### src/hw/mcg_pkg.sv
// package of constants and types for the module clock gating block
package mcg_pkg;
   localparam int unsigned SLOT_COUNT = 40;
   localparam int unsigned SLOT_CPU = 39;
   localparam int unsigned SLOT_DDR = 13;
   localparam int unsigned SLOT_EMAC_MEM = 6;
   localparam int unsigned SLOT_EMAC = 8;
   // set bits mark slots that have a module behind them
   localparam logic [39:0] SLOT_PRESENT = 40'h80_1FDF_FBFF;
   localparam int unsigned IO_GROUPS = 8;
   localparam int unsigned DAC_COUNT = 4;
   localparam int unsigned PLL_MULT_W = 5;
   localparam logic [4:0] PLL_MULT_RESET = 5'h00;
   localparam logic [39:0] GATE_RESET = 40'h00_0000_0000;
   localparam logic [7:0] IO_PWDN_RESET = 8'h00;
   localparam logic [3:0] DAC_RESET = 4'h0;
   localparam logic OSC_EN_RESET = 1'b1;
   localparam logic PLL_EN_RESET = 1'b0;
   localparam logic HAS_DSP_POWER_BIT = 1'b0;
   // global_power_controller slot state
   typedef enum logic [1:0] {
      MCG_OFF = 2'b00,
      MCG_ENABLING = 2'b01,
      MCG_ON = 2'b10,
      MCG_DISABLING = 2'b11
   } mcg_slot_t;
endpackage : mcg_pkg

### src/hw/mcg_power_sleep_controller.sv
// power_sleep_controller: per-slot clock gates, io power-down, pll and dac enables
// Function
// - each module clock switched on/off independently
// - global part: control logic and per-slot machine
// - forty slots, some reserved and unconnected
// - slot 39 gates the DSP core clock
// - slot 13 gates the DDR2 controller clock
// - slot 6 gates EMAC memory controller separately
// - io_buffer_powerdown_register bits gate only buffers
// - no dsp_power_on_bit on single-DSP variant
// - pll_control_register enables oscillator and PLL
// - video_mode/dac_test registers enable video DACs
// - clocks valid while reset asserted
// - oscillator enabled during reset by default
// - reset clock mode fixed at x1
// - multiplier changeable by software after reset
`timescale 1ns/1ps
module mcg_power_sleep_controller (
   input wire logic i_clock,
   input wire logic i_rst_n,
   input wire logic i_clk_en,
   input wire logic [mcg_pkg::SLOT_COUNT-1:0] i_gate_wr,
   input wire logic [mcg_pkg::SLOT_COUNT-1:0] i_gate_val,
   input wire logic i_io_pwdn_wr,
   input wire logic [mcg_pkg::IO_GROUPS-1:0] i_io_pwdn_val,
   input wire logic i_pll_wr,
   input wire logic i_osc_en_val,
   input wire logic i_pll_en_val,
   input wire logic [mcg_pkg::PLL_MULT_W-1:0] i_pll_mult_val,
   input wire logic i_dac_wr,
   input wire logic [mcg_pkg::DAC_COUNT-1:0] i_dac_en_val,
   output logic [mcg_pkg::SLOT_COUNT-1:0] o_gate_en,
   output logic [mcg_pkg::SLOT_COUNT-1:0] o_gate_status,
   output logic o_transition_done,
   output logic [mcg_pkg::IO_GROUPS-1:0] o_io_pwdn,
   output logic o_osc_en,
   output logic o_pll_en,
   output logic [mcg_pkg::PLL_MULT_W-1:0] o_pll_mult,
   output logic [mcg_pkg::DAC_COUNT-1:0] o_dac_en,
   output logic o_dsp_core_clk_en,
   output logic o_ddr_clk_en,
   output logic o_emac_mem_clk_en
);
   import mcg_pkg::*;

   typedef struct packed {
      mcg_slot_t [SLOT_COUNT-1:0] slot;
      logic [SLOT_COUNT-1:0] gate;
      logic done;
      logic [IO_GROUPS-1:0] io_pwdn;
      logic osc_en;
      logic pll_en;
      logic [PLL_MULT_W-1:0] mult;
      logic [DAC_COUNT-1:0] dac;
      logic cpu;
      logic ddr;
      logic emac_mem;
   } mcg_state_t;

   mcg_state_t state_q;
   mcg_state_t state_d;

   function automatic mcg_slot_t slot_next(input mcg_slot_t cur, input logic wr,
                                           input logic val);
      mcg_slot_t nxt;
      nxt = cur;
      unique case (cur)
         MCG_OFF: begin
            if (wr && val) nxt = MCG_ENABLING;
         end
         MCG_ENABLING: nxt = MCG_ON;
         MCG_ON: begin
            if (wr && !val) nxt = MCG_DISABLING;
         end
         MCG_DISABLING: nxt = MCG_OFF;
      endcase
      return nxt;
   endfunction : slot_next

   always_comb begin
      logic [SLOT_COUNT-1:0] fin;
      fin = '0;
      state_d = state_q;
      for (int i = 0; i < SLOT_COUNT; i++) begin
         if (SLOT_PRESENT[i]) begin
            state_d.slot[i] = slot_next(state_q.slot[i], i_gate_wr[i], i_gate_val[i]);
         end else begin
            state_d.slot[i] = MCG_OFF;
         end
         fin[i] = (state_q.slot[i] == MCG_ENABLING) || (state_q.slot[i] == MCG_DISABLING);
         state_d.gate[i] = (state_d.slot[i] == MCG_ON) || (state_d.slot[i] == MCG_DISABLING);
      end
      state_d.done = |fin;
      state_d.cpu = state_d.gate[SLOT_CPU];
      state_d.ddr = state_d.gate[SLOT_DDR];
      state_d.emac_mem = state_d.gate[SLOT_EMAC_MEM];
      if (i_io_pwdn_wr) state_d.io_pwdn = i_io_pwdn_val;
      if (i_pll_wr) begin
         state_d.osc_en = i_osc_en_val;
         state_d.pll_en = i_pll_en_val;
         state_d.mult = i_pll_mult_val;
      end
      if (i_dac_wr) state_d.dac = i_dac_en_val;
   end

   always_ff @(posedge i_clock or negedge i_rst_n) begin
      if (!i_rst_n) begin
         for (int i = 0; i < SLOT_COUNT; i++) begin
            state_q.slot[i] <= MCG_OFF;
         end
         state_q.gate <= GATE_RESET;
         state_q.done <= 1'b0;
         state_q.io_pwdn <= IO_PWDN_RESET;
         state_q.osc_en <= OSC_EN_RESET;
         state_q.pll_en <= PLL_EN_RESET;
         state_q.mult <= PLL_MULT_RESET;
         state_q.dac <= DAC_RESET;
         state_q.cpu <= 1'b0;
         state_q.ddr <= 1'b0;
         state_q.emac_mem <= 1'b0;
      end else if (i_clk_en) begin
         state_q <= state_d;
      end
   end

   // the dsp_power_on_bit does not exist on this variant
   assign o_gate_en = state_q.gate;
   assign o_gate_status = state_q.gate;
   assign o_transition_done = state_q.done;
   assign o_io_pwdn = state_q.io_pwdn;
   assign o_osc_en = state_q.osc_en;
   assign o_pll_en = state_q.pll_en;
   assign o_pll_mult = state_q.mult;
   assign o_dac_en = state_q.dac;
   assign o_dsp_core_clk_en = state_q.cpu;
   assign o_ddr_clk_en = state_q.ddr;
   assign o_emac_mem_clk_en = state_q.emac_mem;

   property p_reserved_off;
      @(posedge i_clock) disable iff (!i_rst_n)
      1'b1 |-> ((o_gate_en & ~SLOT_PRESENT) == '0);
   endproperty
   a_reserved_off: assert property (p_reserved_off) else $error("reserved slot gated on");

   property p_enable_two;
      @(posedge i_clock) disable iff (!i_rst_n)
      (i_clk_en && i_gate_wr[SLOT_DDR] && i_gate_val[SLOT_DDR] && !o_ddr_clk_en
       && state_q.slot[SLOT_DDR] == MCG_OFF) ##1 i_clk_en |=> o_ddr_clk_en;
   endproperty
   a_enable_two: assert property (p_enable_two) else $error("ddr gate slow to enable");

   property p_cpu_tracks;
      @(posedge i_clock) disable iff (!i_rst_n)
      o_dsp_core_clk_en == o_gate_en[SLOT_CPU] && o_emac_mem_clk_en == o_gate_en[SLOT_EMAC_MEM];
   endproperty
   a_cpu_tracks: assert property (p_cpu_tracks) else $error("named gate mismatch");

   property p_io_indep;
      @(posedge i_clock) disable iff (!i_rst_n)
      (i_clk_en && i_io_pwdn_wr && !(|i_gate_wr)) |=> $stable(o_gate_en) || o_transition_done;
   endproperty
   a_io_indep: assert property (p_io_indep) else $error("io write touched gates");

   property p_pll_write;
      @(posedge i_clock) disable iff (!i_rst_n)
      (i_clk_en && i_pll_wr) |=> (o_pll_mult == $past(i_pll_mult_val)
                                  && o_osc_en == $past(i_osc_en_val));
   endproperty
   a_pll_write: assert property (p_pll_write) else $error("pll write lost");

   property p_dac_write;
      @(posedge i_clock) disable iff (!i_rst_n)
      (i_clk_en && i_dac_wr) |=> o_dac_en == $past(i_dac_en_val);
   endproperty
   a_dac_write: assert property (p_dac_write) else $error("dac write lost");

   property p_hold;
      @(posedge i_clock) disable iff (!i_rst_n)
      !i_clk_en |=> $stable(o_gate_en) && $stable(o_pll_mult);
   endproperty
   a_hold: assert property (p_hold) else $error("state moved while frozen");

   property p_reset_mode;
      @(posedge i_clock) $rose(i_rst_n) |-> o_osc_en && o_pll_mult == PLL_MULT_RESET;
   endproperty
   a_reset_mode: assert property (p_reset_mode) else $error("bad reset clock mode");

   property p_disable_two;
      @(posedge i_clock) disable iff (!i_rst_n)
      (i_clk_en && i_gate_wr[SLOT_DDR] && !i_gate_val[SLOT_DDR]
       && state_q.slot[SLOT_DDR] == MCG_ON) ##1 i_clk_en
      |-> o_ddr_clk_en ##1 (!o_ddr_clk_en && o_transition_done);
   endproperty
   a_disable_two: assert property (p_disable_two) else $error("ddr slow to stop");

   property p_cpu_done;
      @(posedge i_clock) disable iff (!i_rst_n)
      (i_clk_en && state_q.slot[SLOT_CPU] == MCG_ENABLING) |=> o_transition_done && o_dsp_core_clk_en;
   endproperty
   a_cpu_done: assert property (p_cpu_done) else $error("cpu step unseen");

   property p_emac_apart;
      @(posedge i_clock) disable iff (!i_rst_n)
      (i_clk_en && state_q.slot[SLOT_EMAC_MEM] == MCG_ENABLING && !i_gate_wr[SLOT_EMAC]
       && state_q.slot[SLOT_EMAC] == MCG_OFF) |=> o_emac_mem_clk_en && !o_gate_en[SLOT_EMAC];
   endproperty
   a_emac_apart: assert property (p_emac_apart) else $error("emac gates merged");

   property p_rsv_write;
      @(posedge i_clock) disable iff (!i_rst_n)
      (i_clk_en && (i_gate_wr & ~SLOT_PRESENT) != '0) |=> ((o_gate_status & ~SLOT_PRESENT) == '0);
   endproperty
   a_rsv_write: assert property (p_rsv_write) else $error("reserved slot on");

   property p_io_write;
      @(posedge i_clock) disable iff (!i_rst_n)
      (i_clk_en && i_io_pwdn_wr) |=> o_io_pwdn == $past(i_io_pwdn_val);
   endproperty
   a_io_write: assert property (p_io_write) else $error("io write lost");

   property p_pll_enable;
      @(posedge i_clock) disable iff (!i_rst_n)
      (i_clk_en && i_pll_wr) |=> o_pll_en == $past(i_pll_en_val);
   endproperty
   a_pll_enable: assert property (p_pll_enable) else $error("pll enable lost");

   // while reset is held the clock outputs already carry their start-up values
   property p_reset_hold;
      @(posedge i_clock) !i_rst_n ##1 !i_rst_n |-> o_osc_en == OSC_EN_RESET
         && o_pll_en == PLL_EN_RESET && o_pll_mult == PLL_MULT_RESET && o_gate_en == GATE_RESET;
   endproperty
   a_reset_hold: assert property (p_reset_hold) else $error("bad reset state");
endmodule : mcg_power_sleep_controller

### config.mk
export PLATFORM = sky130hd
export DESIGN_NAME = mcg_power_sleep_controller
export DESIGN_NICKNAME = d
export VERILOG_FILES = /design/src/hw/mcg_pkg.sv /design/src/hw/mcg_power_sleep_controller.sv
export SDC_FILE = /design/constraint.sdc
export NUM_CORES = 1
export LEC_CHECK = 0
export CAP_MARGIN = 30
export CORE_UTILIZATION = 60
export CTS_BUF_LIST = sky130_fd_sc_hd__clkbuf_2 sky130_fd_sc_hd__clkbuf_4 sky130_fd_sc_hd__clkbuf_8
export CTS_CLUSTER_DIAMETER = 40
export DETAILED_ROUTE_END_ITERATION = 16
export DONT_BUFFER_PORTS = 1
export PLACE_DENSITY = 0.8
export SETUP_SLACK_MARGIN = 0.5
export SLEW_MARGIN = 20
export SYNTH_ARGS = -nofsm -noshare
export SYNTH_HDL_FRONTEND = slang
export SYNTH_SLANG_ARGS = --single-unit
### constraint.sdc
create_clock -name i_clock -period 2.75 [get_ports i_clock]
set_input_delay 0 -clock i_clock [delete_from_list [all_inputs] [get_ports i_clock]]
set_output_delay 0 -clock i_clock [all_outputs]
set_load 0.02 [all_outputs]
==> qor.csv <==
metric,value,unit
status,finished clean,
post-synthesis async set-or-reset flop share,100.0,%
GR Util All Layers,25.45,%
nets,840,
peak supply drop,0.5188,mV
Cells after Synth,589,
hpwl dp,7171,um
initial core utilization,62.15,%
r2r worst-path depth,6,
Top Ports,208,
Slew HR,66.24,%
clock latency on the worst-skew pair,0.36,ns
Final TNS setup,0,ns
Final Non-Filler Cells,761,
CP startpoint,o_gate_en[1],
clock transition at the registers of the reported paths,0.09,ns
Die Y,99.84,um
fin crit period,2.118,ns
Worst Setup EP,state_q[65],
"count leader, synth",inv_1,
number of buffers created by CTS,9,
post-synth top area share,32.68,%
Port Buffers,0,
DRC viols,0,
critical path peak fanout,5,
Yosys top cell by area,dfrtp_1,
Worst Hold Class,primary input to register,
Netlist cell types,20,
gr ovfl total,0,
crit path DAT,2.37,ns
largest net degree at the start of global routing,115,
Max clock buf depth,2,
reg2reg setup slack,0.63,ns
initial DRC count,139,
maximum clock frequency,472.2,MHz
final setup violation count,0,
"Seq/Total Area, Yosys",33.14,%
leakage power,0.003254,uW
Seq pwr share,43.9,%
Power Density,894.1,nW/um^2
Final Util,71.08,%
Synth Register Bits,76,
ys flop type,dfrtp_1,
core area,9240,sq um
total number of vias,4005,
cell row count,35,
area growth from synthesis to layout,14.36,%
H-tree depth,3,
Final Cell Area,6568,sq um
CP Class,register to register,
"Req. time, crit path",3.01,ns
CP Launch Type,register,
Post-synth EDFFs,0,
max-slew violations,0,
Vias/cell,5.263,
GPL Wtd Cong,0.7747,
dpl cells,633,
Root Buffer,clkbuf_8,
Yosys warning count,0,
critical path endpoint category,register,
post-DR wirelength/cell,16.03,um
Critical R2R Capture,state_q[65],
Mapped Area,5743,sq um
Detailed Route WL,12200,um
fillcell total,604,
portion of total power attributed to combinational logic,41.3,%
vias in the first global route,4345,
die area,9967,sq um
Final ANT Viol Nets,0,
CTS Sinks,76,
Die Width,99.84,um
Post-DP Area,5213,sq um
Tot Pwr,5872,uW
Max Clock Skew,0.01611,ns
Psw,2869,uW
# Max-Cap Violations,0,
TritonCTS clock tree,done,
P_int,3003,uW
TritonRoute pass-1 iters,4,
worst slew pin tran,0.5064,ns
first-pass GRT wire length,19840,um
layout cells sized above 1,7.437,%
Hold Fails Final Rpt,0,
switching share of total power,48.86,%
initial antenna violation count,0,
clock share of power,14.8,%
Inserted Diodes,0,
Mean Syn Cell Area,9.750,sq um
fin crit share,77.01,%
worst r2r src,o_gate_en[1],
RSZ-0062 raised after global routing,false,
"top cells by count, synth","inv_1, ha_1, buf_4, dfrtp_1, nand2_1",
"top cells by area, synth","dfrtp_1, ha_1, buf_4, inv_1, a22o_1",
Hold Startpoint,i_clk_en,
==> power by group through the flow <==
| stage | Combinational, uW | Clock, uW | Sequential (uW) |
|---|---|---|---|
| 3_3_place_gp | 1900 | 0 | 2560 |
| 6_report | 2430 | 871 | 2580 |
| 3_5_place_dp | 2080 | 0 | 2600 |
| 2_1_floorplan | 2820 | 0 | 1930 |
| 5_1_grt | 2830 | 946 | 2650 |
| 4_1_cts | 2340 | 894 | 2570 |
==> metrics by stage <==
stage / hold slack, ns / setup WS [ns]
floorplan: -0.2956 / 1.125
global placement: -0.2936 / 0.6664
detailed placement: -0.2938 / 0.6161
CTS: 0.06991 / 0.5387
global route: 0.07558 / 0.5020
finish: 0.06829 / 0.6324
==> critical path: stages, from the launching register on <==
cell and delay, ns:
dfrtp_1 0.65, inv_1 0.15, ha_1 0.23, inv_1 0.07, o211ai_1 0.08, dlygate4sd3_1 0.59, a22oi_1 0.24
==> layout by cell type, fill, tap and decap left out, drive strengths merged <==
cell,Yosys,layout
inv,112,114
dfrtp,75,75
clkbuf,6,9
or2,1,1
clkinv,0,3
nor3,1,1
ha,108,108
dlygate4sd3,0,107
bufinv,0,1
buf,104,6
conb,1,24
nor4b,1,1
nand2,32,32
a22o,28,28
dlymetal6s4s,0,1
o211ai,28,28
nand4,3,3
clkinvlp,0,1
mux2,19,19
o21ai,28,28
a22oi,28,28
o41a,1,1
nor4,12,12
dfstp,1,1
==> worst min path at each step <==
stage	endpoint	slack, ns	depth (start not counted)
4_1_cts	o_transition_done	0.07	3
3_3_place_gp	o_gate_en[3]	-0.29	0
3_5_place_dp	o_gate_en[3]	-0.29	0
5_1_grt	o_gate_en[20]	0.08	3
6_report	o_gate_en[20]	0.07	3
2_1_floorplan	o_dac_en[0]	-0.30	0
==> logic make-up after synthesis <==
logic type	count (synthesis)	share of synthesized area [%]
flip-flops	76	33.14
buffers and inverters	222	21.13
adder cells (fa/ha/maj)	108	23.53
other	1	0.06530
multiplexers	19	3.726
AND/OR/NAND/NOR	50	4.183
AO/OA/AOI/OAI	113	14.23
==> state kept, by name (all words and copies together) (netlist names) <==
register,cells
o_transition_done,1
o_pll_mult,5
o_io_pwdn,8
o_pll_en,1
o_dsp_core_clk_en,1
o_osc_en,1
o_dac_en,4
o_gate_en,27
state_q,28
==> area by class of cell <==
class / count / area [sq um] / area share, %
Multi-Input combinational cell: 314 / 2713 / 41.30
Sequential cell: 76 / 1907 / 29.03
Timing Repair Buffer: 114 / 1169 / 17.79
Inverter: 112 / 420.4 / 6.401
Tap cell: 129 / 161.4 / 2.458
Clock buffer: 9 / 123.9 / 1.886
Clock inverter: 7 / 73.82 / 1.124
==> per-layer routing <==
metal  up-vias  part of all wire [%]  global-route usage, %
met3        34                   6.1                  7.242
met5         -                     0                      0
met2       152                    53                  47.06
met1      1931                    38                  27.15
met4         0                   2.8                  10.29
li1       1888                     -                      -
==> what timing repair did <==
action / CTS / global route
hold buffers: 110 / 0
setup endpoints to repair: 0 / 3
endpoints found under the hold margin: 152 / 0
gates resized for setup: 0 / 4
buffers inserted: 0 / 2
(Power assumes the default switching activity.)
